File: src/logic/ohci_front_cfg.svh
/*
 * Offsets, field positions, reset values and constants of the front
 * register bank. Assumes byte addresses on a 32-bit Wishbone bus.
 */
`ifndef OHCI_FRONT_CFG_SVH
`define OHCI_FRONT_CFG_SVH

// ----------------------------------------------------------------
// Register byte offsets
// ----------------------------------------------------------------
`define OFS_VERSION    8'h00
`define OFS_ROM_ACCESS 8'h04
`define OFS_RETRY      8'h08
`define OFS_CS_DATA    8'h0c
`define OFS_CS_CTRL    8'h14

// ----------------------------------------------------------------
// Field positions
// ----------------------------------------------------------------
`define BIT_ROM_PRESENT 24
`define BIT_ROM_CLEAR   31
`define BIT_ROM_GO      25
`define BIT_CS_DONE     31

// ----------------------------------------------------------------
// Constant and reset values
// ----------------------------------------------------------------
`define VER_MAJOR      8'h01
`define VER_MINOR      8'h10
`define MINI_RST       8'h00
`define MINI_WORD_ADDR 8'h28
`define MINI_MIN_VALID 8'h39
`define RETRY_RST      4'h0
`define CS_DONE_RST    1'b1
`define CS_SEL_RST     2'h0

`endif

File: src/logic/ohci_front_pkg.sv
/*
 * Types shared by the front register bank, its checker and its testbench.
 * Assumes the cfg header supplies all numeric constants.
 */
package ohci_front_pkg;

	// Requests to the serial ROM engine
	typedef enum logic [1:0] {
		OP_CLEAR     = 2'h0,
		OP_READ      = 2'h1,
		OP_LOAD_INFO = 2'h2,
		OP_LOAD_BYTE = 2'h3
	} rom_op_t;

	// One command pulse with its operation and byte address
	typedef struct packed {
		logic       go;
		rom_op_t    op;
		logic [7:0] addr;
	} rom_cmd_t;

	// Sequencer states, Gray coded along the boot path
	typedef enum logic [2:0] {
		ST_SAMPLE = 3'h0,
		ST_MINI   = 3'h1,
		ST_INFO   = 3'h3,
		ST_IDLE   = 3'h2,
		ST_CLEAR  = 3'h6,
		ST_READ   = 3'h7
	} seq_state_t;

	// Retry limits of the three transmit units
	typedef struct packed {
		logic [3:0] phys;
		logic [3:0] resp;
		logic [3:0] req;
	} retry_limits_t;

endpackage

File: src/logic/tx_retry_counter.sv
/*
 * Retry counter of one transmit unit.
 * Assumes start and busy-ack pulses are synchronous to core_clk_i.
 */
`timescale 1ns/1ns
`default_nettype none

module tx_retry_counter
#(
	parameter int CNT_W = 4  // Width of limit and count
)
(
	input  wire logic             core_clk_i,   // System clock
	input  wire logic             rst_n_i,      // Async reset, low
	input  wire logic [CNT_W-1:0] limit_i,      // Configured limit
	input  wire logic             start_i,      // New packet
	input  wire logic             busy_ack_i,   // Busy or data error ack
	output logic                  retry_o,      // Retransmit pulse
	output logic                  give_up_o     // Abandon pulse
);

	logic [CNT_W-1:0] count;       // Retries made for this packet
	logic [CNT_W-1:0] next_count;
	logic             next_retry;
	logic             next_give_up;

	// ------------------------------------------------------------
	// Next count and decision
	// ------------------------------------------------------------
	always_comb
	begin
		next_count   = count;
		next_retry   = 1'b0;
		next_give_up = 1'b0;
		if (start_i)
		begin
			next_count = '0;
		end
		else if (busy_ack_i)
		begin
			// Stop once the count meets the limit; zero means none
			if (count == limit_i)
				next_give_up = 1'b1;
			else
			begin
				next_count = count + 1'b1;
				next_retry = 1'b1;
			end
		end
	end

	// Registers
	always_ff @(posedge core_clk_i or negedge rst_n_i)
	begin
		if (!rst_n_i)
		begin
			count     <= '0;
			retry_o   <= 1'b0;
			give_up_o <= 1'b0;
		end
		else
		begin
			count     <= next_count;
			retry_o   <= next_retry;
			give_up_o <= next_give_up;
		end
	end

endmodule

`default_nettype wire

File: src/logic/ohci_front_register_bank.sv
/*
 * Front register bank: version, serial ROM access, transmit retry
 * limits and compare-swap data/control, as a Wishbone classic slave.
 * Assumes a serial ROM engine answering commands with a done pulse,
 * and a compare-swap unit that pulses its finish input.
 */
// Local design decision: register access over Wishbone.
// Function
// - ROM-present flag set when EEPROM detected
// - Autoload bus info on every hardware reset with EEPROM detected
// - Major version field reads 01h
// - Minor version field reads 10h
// - Reserved bits read zero
// - Either reset input clears ROM-present flag
// - Address clear bit set, cleared when done
// - Address clear leaves read byte unchanged
// - Read start bit set, cleared when done
// - Last ROM byte read shown in field
// - Mini offset resets 00h, loaded from 28h
// - Dual-phase retry fields read zero
// - Physical response retry limit, writable
// - Transmit response retry limit, writable
// - Transmit request retry limit, writable
// - Compare-swap data holds new value
// - Done flag set on finish, write clears
// - Two-bit select picks compare-swap resource
`include "ohci_front_cfg.svh"
`timescale 1ns/1ns
`default_nettype none

module ohci_front_register_bank
	import ohci_front_pkg::*;
#(
	parameter int N_UNITS = 3  // Transmit units: req, resp, phys
)
(
	input  wire logic               core_clk_i,       // System clock
	input  wire logic               rst_n_i,          // Async reset, low
	// Wishbone classic slave
	input  wire logic               wb_cyc_i,         // Cycle
	input  wire logic               wb_stb_i,         // Strobe
	input  wire logic               wb_we_i,          // Write enable
	input  wire logic [7:0]         wb_adr_i,         // Byte address
	input  wire logic [3:0]         wb_sel_i,         // Byte lanes
	input  wire logic [31:0]        wb_dat_i,         // Write data
	output logic [31:0]             wb_dat_o,         // Read data
	output logic                    wb_ack_o,         // Acknowledge
	// Device resets and strap
	input  wire logic               fundamental_reset_in_i, // High
	input  wire logic               global_reset_in_i,      // High
	input  wire logic               eeprom_detect_i,  // EEPROM fitted
	// Serial ROM engine
	output rom_cmd_t                rom_cmd_o,        // Command pulse
	input  wire logic               rom_done_i,       // Command done
	input  wire logic [7:0]         rom_data_i,       // Byte read
	output logic                    mini_rom_valid_o, // Offset usable
	// Compare-swap unit
	output logic [31:0]             cs_new_value_o,   // Swap value
	output logic [1:0]              cs_select_o,      // Resource
	input  wire logic               cs_finish_i,      // Swap finished
	// Transmit retry engines
	input  wire logic [N_UNITS-1:0] tx_start_i,       // New packet
	input  wire logic [N_UNITS-1:0] tx_busy_ack_i,    // Busy ack seen
	output logic [N_UNITS-1:0]      tx_retry_o,       // Retransmit
	output logic [N_UNITS-1:0]      tx_give_up_o      // Abandon
);

	// ------------------------------------------------------------
	// Byte-lane merge
	// ------------------------------------------------------------
	function automatic logic [31:0] merge(
		input logic [31:0] old_v,
		input logic [31:0] new_v,
		input logic [3:0]  sel
	);
		logic [31:0] res;
		res = old_v;
		for (int b = 0; b < 4; b++)
		begin
			if (sel[b])
				res[b*8 +: 8] = new_v[b*8 +: 8];
		end
		return res;
	endfunction

	// ------------------------------------------------------------
	// State
	// ------------------------------------------------------------
	logic          ack;              // Registered ack
	logic [31:0]   rdata;            // Registered read data
	logic          next_ack;
	logic [31:0]   next_rdata;

	seq_state_t    state;            // ROM sequencer state
	logic          rom_present_flag; // EEPROM detected
	logic          rom_addr_clear;   // Address clear pending
	logic          rom_read_go;      // Byte read pending
	logic [7:0]    rom_read_byte;    // Last byte read
	logic [7:0]    mini_offset_field;// Mini ROM offset
	retry_limits_t limits;           // Retry limits
	logic [31:0]   cs_data;          // Compare-swap new value
	logic          compare_swap_done;// Swap done flag
	logic [1:0]    compare_swap_resource_select; // Target
	rom_cmd_t      cmd;              // ROM command register
	logic          mini_valid;       // Offset above threshold

	seq_state_t    next_state;
	logic          next_flag;
	logic          next_clear;
	logic          next_go;
	logic [7:0]    next_byte;
	logic [7:0]    next_mini;
	retry_limits_t next_limits;
	logic [31:0]   next_cs_data;
	logic          next_cs_done;
	logic [1:0]    next_cs_sel;
	rom_cmd_t      next_cmd;
	logic          next_mini_valid;

	logic [7:0]    ofs;              // Word-aligned offset
	logic          wr_fire;          // Write takes effect
	logic          hw_reset;         // Either device reset input
	logic [31:0]   retry_word;       // Retry register image
	logic [3:0]    lim_arr [N_UNITS];// Limits per unit

	assign ofs      = {wb_adr_i[7:2], 2'b00};
	assign wr_fire  = wb_cyc_i & wb_stb_i & wb_we_i & ack;
	assign hw_reset = fundamental_reset_in_i | global_reset_in_i;
	// Dual-phase fields and reserved bits read zero
	assign retry_word = {16'h0000, 4'h0, limits};
	assign lim_arr[0] = limits.req;
	assign lim_arr[1] = limits.resp;
	assign lim_arr[2] = limits.phys;

	// ------------------------------------------------------------
	// Bus slave: ack one cycle after the request, then drop
	// ------------------------------------------------------------
	always_comb
	begin
		next_ack   = wb_cyc_i & wb_stb_i & ~ack;
		next_rdata = 32'h0000_0000;
		if (next_ack)
		begin
			case (ofs)
				// Version image with constant fields
				`OFS_VERSION:
					next_rdata = {7'h00, rom_present_flag, `VER_MAJOR,
						8'h00, `VER_MINOR};
				// ROM access image
				`OFS_ROM_ACCESS:
					next_rdata = {rom_addr_clear, 5'h00, rom_read_go,
						1'b0, rom_read_byte, 8'h00, mini_offset_field};
				`OFS_RETRY:
					next_rdata = retry_word;
				`OFS_CS_DATA:
					next_rdata = cs_data;
				`OFS_CS_CTRL:
					next_rdata = {compare_swap_done, 29'h0000_0000,
						compare_swap_resource_select};
				// Unmapped reads zero
				default:
					next_rdata = 32'h0000_0000;
			endcase
		end
	end

	// Bus registers
	always_ff @(posedge core_clk_i or negedge rst_n_i)
	begin
		if (!rst_n_i)
		begin
			ack   <= 1'b0;
			rdata <= 32'h0000_0000;
		end
		else
		begin
			ack   <= next_ack;
			rdata <= next_rdata;
		end
	end

	assign wb_ack_o = ack;
	assign wb_dat_o = rdata;

	// ------------------------------------------------------------
	// Sequencer and register updates
	// ------------------------------------------------------------
	always_comb
	begin
		next_state      = state;
		next_flag       = rom_present_flag;
		next_clear      = rom_addr_clear;
		next_go         = rom_read_go;
		next_byte       = rom_read_byte;
		next_mini       = mini_offset_field;
		next_limits     = limits;
		next_cs_data    = cs_data;
		next_cs_done    = compare_swap_done;
		next_cs_sel     = compare_swap_resource_select;
		next_cmd        = '{go: 1'b0, op: OP_CLEAR, addr: 8'h00};

		if (hw_reset)
		begin
			// Device reset: drop flag, rerun boot on release
			next_flag  = 1'b0;
			next_clear = 1'b0;
			next_go    = 1'b0;
			next_state = ST_SAMPLE;
		end
		else
		begin
			case (state)
				// Catch strap after reset release
				ST_SAMPLE:
				begin
					if (eeprom_detect_i)
					begin
						next_flag  = 1'b1;
						next_cmd   = '{go: 1'b1, op: OP_LOAD_BYTE,
							addr: `MINI_WORD_ADDR};
						next_state = ST_MINI;
					end
					else
						next_state = ST_IDLE;
				end
				// Wait for the mini offset byte
				ST_MINI:
				begin
					if (rom_done_i)
					begin
						next_mini  = rom_data_i;
						next_cmd   = '{go: 1'b1, op: OP_LOAD_INFO,
							addr: 8'h00};
						next_state = ST_INFO;
					end
				end
				// Wait for bus info quadlet load
				ST_INFO:
				begin
					if (rom_done_i)
						next_state = ST_IDLE;
				end
				// Dispatch software requests, clear first
				ST_IDLE:
				begin
					if (rom_addr_clear)
					begin
						if (rom_present_flag)
						begin
							next_cmd   = '{go: 1'b1, op: OP_CLEAR,
								addr: 8'h00};
							next_state = ST_CLEAR;
						end
						else
							next_clear = 1'b0; // No ROM: finish at once
					end
					else if (rom_read_go)
					begin
						if (rom_present_flag)
						begin
							next_cmd   = '{go: 1'b1, op: OP_READ,
								addr: 8'h00};
							next_state = ST_READ;
						end
						else
							next_go = 1'b0; // No ROM: finish at once
					end
				end
				// Address clear running; read byte untouched
				ST_CLEAR:
				begin
					if (rom_done_i)
					begin
						next_clear = 1'b0;
						next_state = ST_IDLE;
					end
				end
				// Byte read running
				ST_READ:
				begin
					if (rom_done_i)
					begin
						next_byte  = rom_data_i;
						next_go    = 1'b0;
						next_state = ST_IDLE;
					end
				end
				default:
					next_state = ST_IDLE;
			endcase

			// Software sets win over hardware clears
			if (wr_fire && ofs == `OFS_ROM_ACCESS && wb_sel_i[3])
			begin
				if (wb_dat_i[`BIT_ROM_CLEAR])
					next_clear = 1'b1;
				if (wb_dat_i[`BIT_ROM_GO])
					next_go = 1'b1;
			end
		end

		// Retry limits, low two lanes
		if (wr_fire && ofs == `OFS_RETRY)
			next_limits = retry_limits_t'(12'(
				merge(retry_word, wb_dat_i, wb_sel_i)));

		// New value for compare-swap
		if (wr_fire && ofs == `OFS_CS_DATA)
			next_cs_data = merge(cs_data, wb_dat_i, wb_sel_i);

		// Control write clears done and may set select
		if (wr_fire && ofs == `OFS_CS_CTRL)
		begin
			next_cs_done = 1'b0;
			if (wb_sel_i[0])
				next_cs_sel = wb_dat_i[1:0];
		end
		// Finish wins over a clearing write
		if (cs_finish_i)
			next_cs_done = 1'b1;

		// Offset usable only above threshold
		next_mini_valid = (next_mini > `MINI_MIN_VALID);
	end

	// Sequencer and register flip-flops
	always_ff @(posedge core_clk_i or negedge rst_n_i)
	begin
		if (!rst_n_i)
		begin
			state             <= ST_SAMPLE;
			rom_present_flag  <= 1'b0;
			rom_addr_clear    <= 1'b0;
			rom_read_go       <= 1'b0;
			rom_read_byte     <= 8'h00;
			mini_offset_field <= `MINI_RST;
			limits            <= '{`RETRY_RST, `RETRY_RST, `RETRY_RST};
			cs_data           <= 32'h0000_0000;
			compare_swap_done <= `CS_DONE_RST;
			compare_swap_resource_select <= `CS_SEL_RST;
			cmd               <= '{go: 1'b0, op: OP_CLEAR, addr: 8'h00};
			mini_valid        <= 1'b0;
		end
		else
		begin
			state             <= next_state;
			rom_present_flag  <= next_flag;
			rom_addr_clear    <= next_clear;
			rom_read_go       <= next_go;
			rom_read_byte     <= next_byte;
			mini_offset_field <= next_mini;
			limits            <= next_limits;
			cs_data           <= next_cs_data;
			compare_swap_done <= next_cs_done;
			compare_swap_resource_select <= next_cs_sel;
			cmd               <= next_cmd;
			mini_valid        <= next_mini_valid;
		end
	end

	assign rom_cmd_o        = cmd;
	assign mini_rom_valid_o = mini_valid;
	assign cs_new_value_o   = cs_data;
	assign cs_select_o      = compare_swap_resource_select;

	// ------------------------------------------------------------
	// Retry counters, one per transmit unit
	// ------------------------------------------------------------
	for (genvar u = 0; u < N_UNITS; u++)
	begin : g_retry
		// Each unit stops at its own limit
		tx_retry_counter #(
			.CNT_W (4)
		) u_cnt (
			.core_clk_i (core_clk_i),
			.rst_n_i    (rst_n_i),
			.limit_i    (lim_arr[u]),
			.start_i    (tx_start_i[u]),
			.busy_ack_i (tx_busy_ack_i[u]),
			.retry_o    (tx_retry_o[u]),
			.give_up_o  (tx_give_up_o[u])
		);
	end

endmodule

`default_nettype wire

File: config.mk
export PLATFORM = sky130hd
export DESIGN_NAME = ohci_front_register_bank
export DESIGN_NICKNAME = d
export VERILOG_FILES = /design/src/logic/ohci_front_pkg.sv /design/src/logic/tx_retry_counter.sv /design/src/logic/ohci_front_register_bank.sv
export VERILOG_INCLUDE_DIRS = /design/src /design/src/logic
export SDC_FILE = /design/constraint.sdc
export NUM_CORES = 1
export LEC_CHECK = 0
export ABC_CLOCK_PERIOD_IN_PS = 2000
export BUFFER_PORTS_ARGS = -buffer_cell sky130_fd_sc_hd__buf_2
export CAP_MARGIN = 20
export CORE_MARGIN = 2
export CORE_UTILIZATION = 44
export DETAILED_ROUTE_END_ITERATION = 7
export GPL_ROUTABILITY_DRIVEN = 0
export PLACE_DENSITY = 0.77
export SKIP_LAST_GASP = 1
export SYNTH_ARGS = -nofsm -noshare
export SYNTH_HDL_FRONTEND = slang
export SYNTH_SLANG_ARGS = --single-unit
File: constraint.sdc
create_clock -name core_clk_i -period 2 [get_ports core_clk_i]
set_input_delay 0.4 -clock core_clk_i [delete_from_list [all_inputs] [get_ports core_clk_i]]
set_output_delay 0.4 -clock core_clk_i [all_outputs]
set_load 0.01 [all_outputs]
==> results.txt <==
----------------------------------------------------
[Floorplanning]
  Initial core utilization ... 0.446
  Number of I/O pins ... 153
  Cell Rows ... 40
  Height of the die ... between 100 and 150 um
  Full die area ... about 0.013 mm2
  Die Span X ... 114 um
  Area of the placeable core ... 0.0119 mm2

[Timing]
  Final Hold Vio Count ... 0
  Post-route setup slack ... 109 ps
  Post-layout min period ... ~1900 ps
  Worst slew margin relative to its limit ... 0.531
  Slew @ Worst Pin ... approximately 700 ps
  RSZ-0062 raised after global routing ... no
  Count of final setup violators ... 0
  Achievable clock frequency ... 529 MHz
  Worst slack on hold paths ... 17.3 ps
  Post-Route Skew ... 6.17 ps
  Final worst path period share ... 0.945
  Max-slew violation total from the final report ... 0

[Clock network]
  Count of hold buffers inserted by post-cts repair ... 0
  Master cell of the clock root buffer ... clkbuf_16
  Worst-skew pair later-pin latency ... 420 ps
  TritonCTS buffer count ... 17
  Clock tree from TritonCTS ... built
  Post-CTS Setup Inserts ... 0
  Register clock-pin slew on the reported worst setup and hold paths ... around 50 ps
  Deepest clock path buffer count ... 2
  # H-tree levels ... 4
  Number of gates resized after CTS ... 0
  Sinks on the clock net ... 125

[Final layout]
  Nets@finish ... approximately 650
  Fraction of layout cells with a size suffix above 1 ... 0.462
  Layout Area Growth over Synthesis ... 31.0%
  Area of the multi-input gates ... 0.00199 mm2
  Fillcell total ... 986
  Final standard cell area without fillers ... between 0.006 and 0.007 mm2
  Sequential cell area in the final layout ... 0.00313 mm2
  Filler-free cell count of the finished design ... 741

[Worst setup path]
  R2R Path Start ... state[2]
  Critical Path Fanout Max ... 5
  Critical path data arrival time ... around 2200 ps
  Critical path capture point type ... register
  Worst path cell trace ... or3_4, nor3_4, mux2_2, or3_1
  WP data required ... roughly 2300 ps
  Critical path's largest stage delay ... 390 ps
  Number of cells on the worst reg-to-reg path ... 4
  Element type at the critical path start ... register
  Kind of critical path ... reg -> reg
  Reg-to-reg critical path endpoint ... mini_rom_valid_o
  Slack of the worst reg-to-reg path ... 110 ps
  CP max-delay cell ... mux2_2

[Placed design]
  Worst setup timing slack at the placement stage ... -84.7 ps
  Final HPWL DP ... 9180 um
  Placed insts ... 708
  Placement Cell Area ... 0.00626 mm2
  Buffers added on ports ... 144

[Global route]
  Initial antenna violation count ... 1
  GRT Overall Usage ... 0.200
  Met2 track utilization from global routing ... 0.337
  Global-route congestion overflow total ... 0
  First-pass GRT wire length ... 19,700 um
  Met1 demand-to-capacity share in global routing ... 0.236
  Most crowded layer after global routing ... met2
  Maximum number of pins on one net before global-route repair ... 126
  Via count of the first global-routing pass ... 4,017
  Met3 capacity usage during global routing ... 0.0643

[Synthesis]
  Synthesized area per cell ... between 10 and 15 um2
  Post-synth ARST share ... 1.00
  Cell count after synthesis ... 414
  Area leader, netlist ... dfrtp_1
  Number of synthesized register bits ... 125
  Sequential share of the synthesized area ... 0.591
  Synth warn ... 0
  Most instantiated flip-flop cell in the synthesis netlist ... dfrtp_1
  Portion of synthesized cell area occupied by the leading cell type ... 0.586
  Number of flops mapped to enable cells by yosys ... 0
  Area of the mapped netlist ... 0.00529 mm2
  Most common library cells after synthesis ... dfrtp_1, mux2_2, nor2_1
  Largest cells by area after synthesis ... dfrtp_1, mux2_2, a22oi_1
  Leading cell type by number of instances after synthesis ... dfrtp_1
  Count of different cell masters after synthesis ... 48

[Route]
  Number of DRC violations after detailed routing ... 0
  DR vias/cell ... 5.23
  Initial DRC Count ... 187
  Overall via count from detail_route ... roughly 3,900
  Post-detailed-route count of antenna-violating nets ... 0
  Drt pass-1 iters ... 4
  Detail-routed net length per standard cell ... 16.9 um
  Wire length after detailed routing ... between 10,000 and 15,000 um

[Run]
  Number of max-cap violations ... 0

[Pwr]
  Fraction of power spent switching nets ... 0.208
  Peak ir drop on the vdd network ... ~0.00050 V
  Combinational Power Share ... 0.058
  Net Switching ... 0.00135 W
  Power per cell area ... 933 mW/mm2
  Lkg Pwr ... 3.66 nW
  Clk pwr share ... 0.530
  Sequential group share of total power ... 0.413
  Int Pwr ... 0.00512 W

[Status]
  Run status ... finished, final reports clean

[Hold path]
  HP Class ... in -> async

----------------------------------------------------
-- critical path, delay by kind of cell, from the launching register on --
family           cells  cell delay [ps]
flip-flops           1              380
multiplexers         1              390
AND/OR/NAND/NOR      3             1000
-- state kept, by name, indices dropped and copies added, names as in the netlist --
register / flops
g_retry.u_cnt.give_up_o: 3
rom_present_flag: 1
mini_offset_field: 8
rom_cmd_o: 4
lim_arr: 12
cs_new_value_o: 32
rom_read_byte: 8
cs_select_o: 2
state: 3
wb_ack_o: 1
rom_addr_clear: 1
wb_dat_o: 32
g_retry.u_cnt.retry_o: 3
compare_swap_done: 1
mini_rom_valid_o: 1
rom_read_go: 1
g_retry.u_cnt.count: 12
-- worst max path at each step --
stage	from	cells after the start	slack [ps]	to
finish	state[2]	4	110	mini_rom_valid_o
global route	state[2]	4	50	mini_rom_valid_o
CTS	state[2]	4	100	mini_rom_valid_o
detailed placement	global_reset_in_i	5	-80	mini_rom_valid_o
global placement	global_reset_in_i	5	-40	mini_rom_valid_o
floorplan	state[2]	5	5	mini_rom_valid_o
-- power by group through the flow --
stage          logic, W  clock network, W  registers [W]
2_1_floorplan  0.000175                 0        0.00269
3_3_place_gp   0.000364                 0        0.00271
3_5_place_dp   0.000378                 0        0.00271
4_1_cts        0.000378           0.00348        0.00267
5_1_grt        0.000410           0.00359        0.00268
6_report       0.000372           0.00343        0.00267
-- stage by stage --
| stage | utilization | TNS [ps] | power [W] |
|---|---|---|---|
| final | 0.585 | 0 | 0.00647 |
| after global routing | 0.584 | 0 | 0.00667 |
| after CTS | 0.584 | 0 | 0.00652 |
| after detailed placement | 0.528 | -86.0 | 0.00309 |
| after global placement | 0.527 | -44.5 | 0.00307 |
| after floorplan | - | 0 | 0.00287 |
-- cell type report --
type	instances	share of cell area
clock inverter	10	0.0265
antenna	1	0.000361
tap	147	0.0265
sequential	125	0.451
clock buffer	22	0.0698
timing repair buffer	167	0.133
multi-input combinational	260	0.287
inverter	9	0.00487
-- routing by layer --
layer	vias up	part of all wire
met3	21	0.061
met2	110	0.51
met5	-	0.0010
li1	1810	-
met4	2	0.017
met1	1931	0.41
-- kinds of logic (layout without fill, tap and decap cells) --
family                     Yosys count  after routing  synth area share
adders and majority gates            3              3           0.00709
xor gates and xnor gates            15             15            0.0248
and+or+nand+nor                    100            100             0.103
buffers and inverters               34            208            0.0362
AOI/OAI and AO/OA                   63             63            0.0832
DFF                                125            125             0.591
other                                1              7          0.000708
muxes                               73             73             0.154
-- cell usage in the layout, fill, tap and decap left out, types with 6 or more instances in the layout --
master | Yosys | layout
nor2_1 | 36 | 36
o21ai_0 | 8 | 8
buf_2 | 3 | 143
inv_1 | 9 | 9
or3_1 | 7 | 7
mux2i_1 | 6 | 6
nand2_1 | 9 | 9
buf_4 | 14 | 21
dfrtp_1 | 124 | 124
nand3_1 | 8 | 8
and3_1 | 11 | 11
clkbuf_16 | 0 | 17
a21oi_1 | 12 | 12
xnor2_1 | 12 | 12
mux2_2 | 67 | 67
a22oi_1 | 22 | 22
conb_1 | 1 | 6
Note: power is estimated with default switching activity, not from simulation.
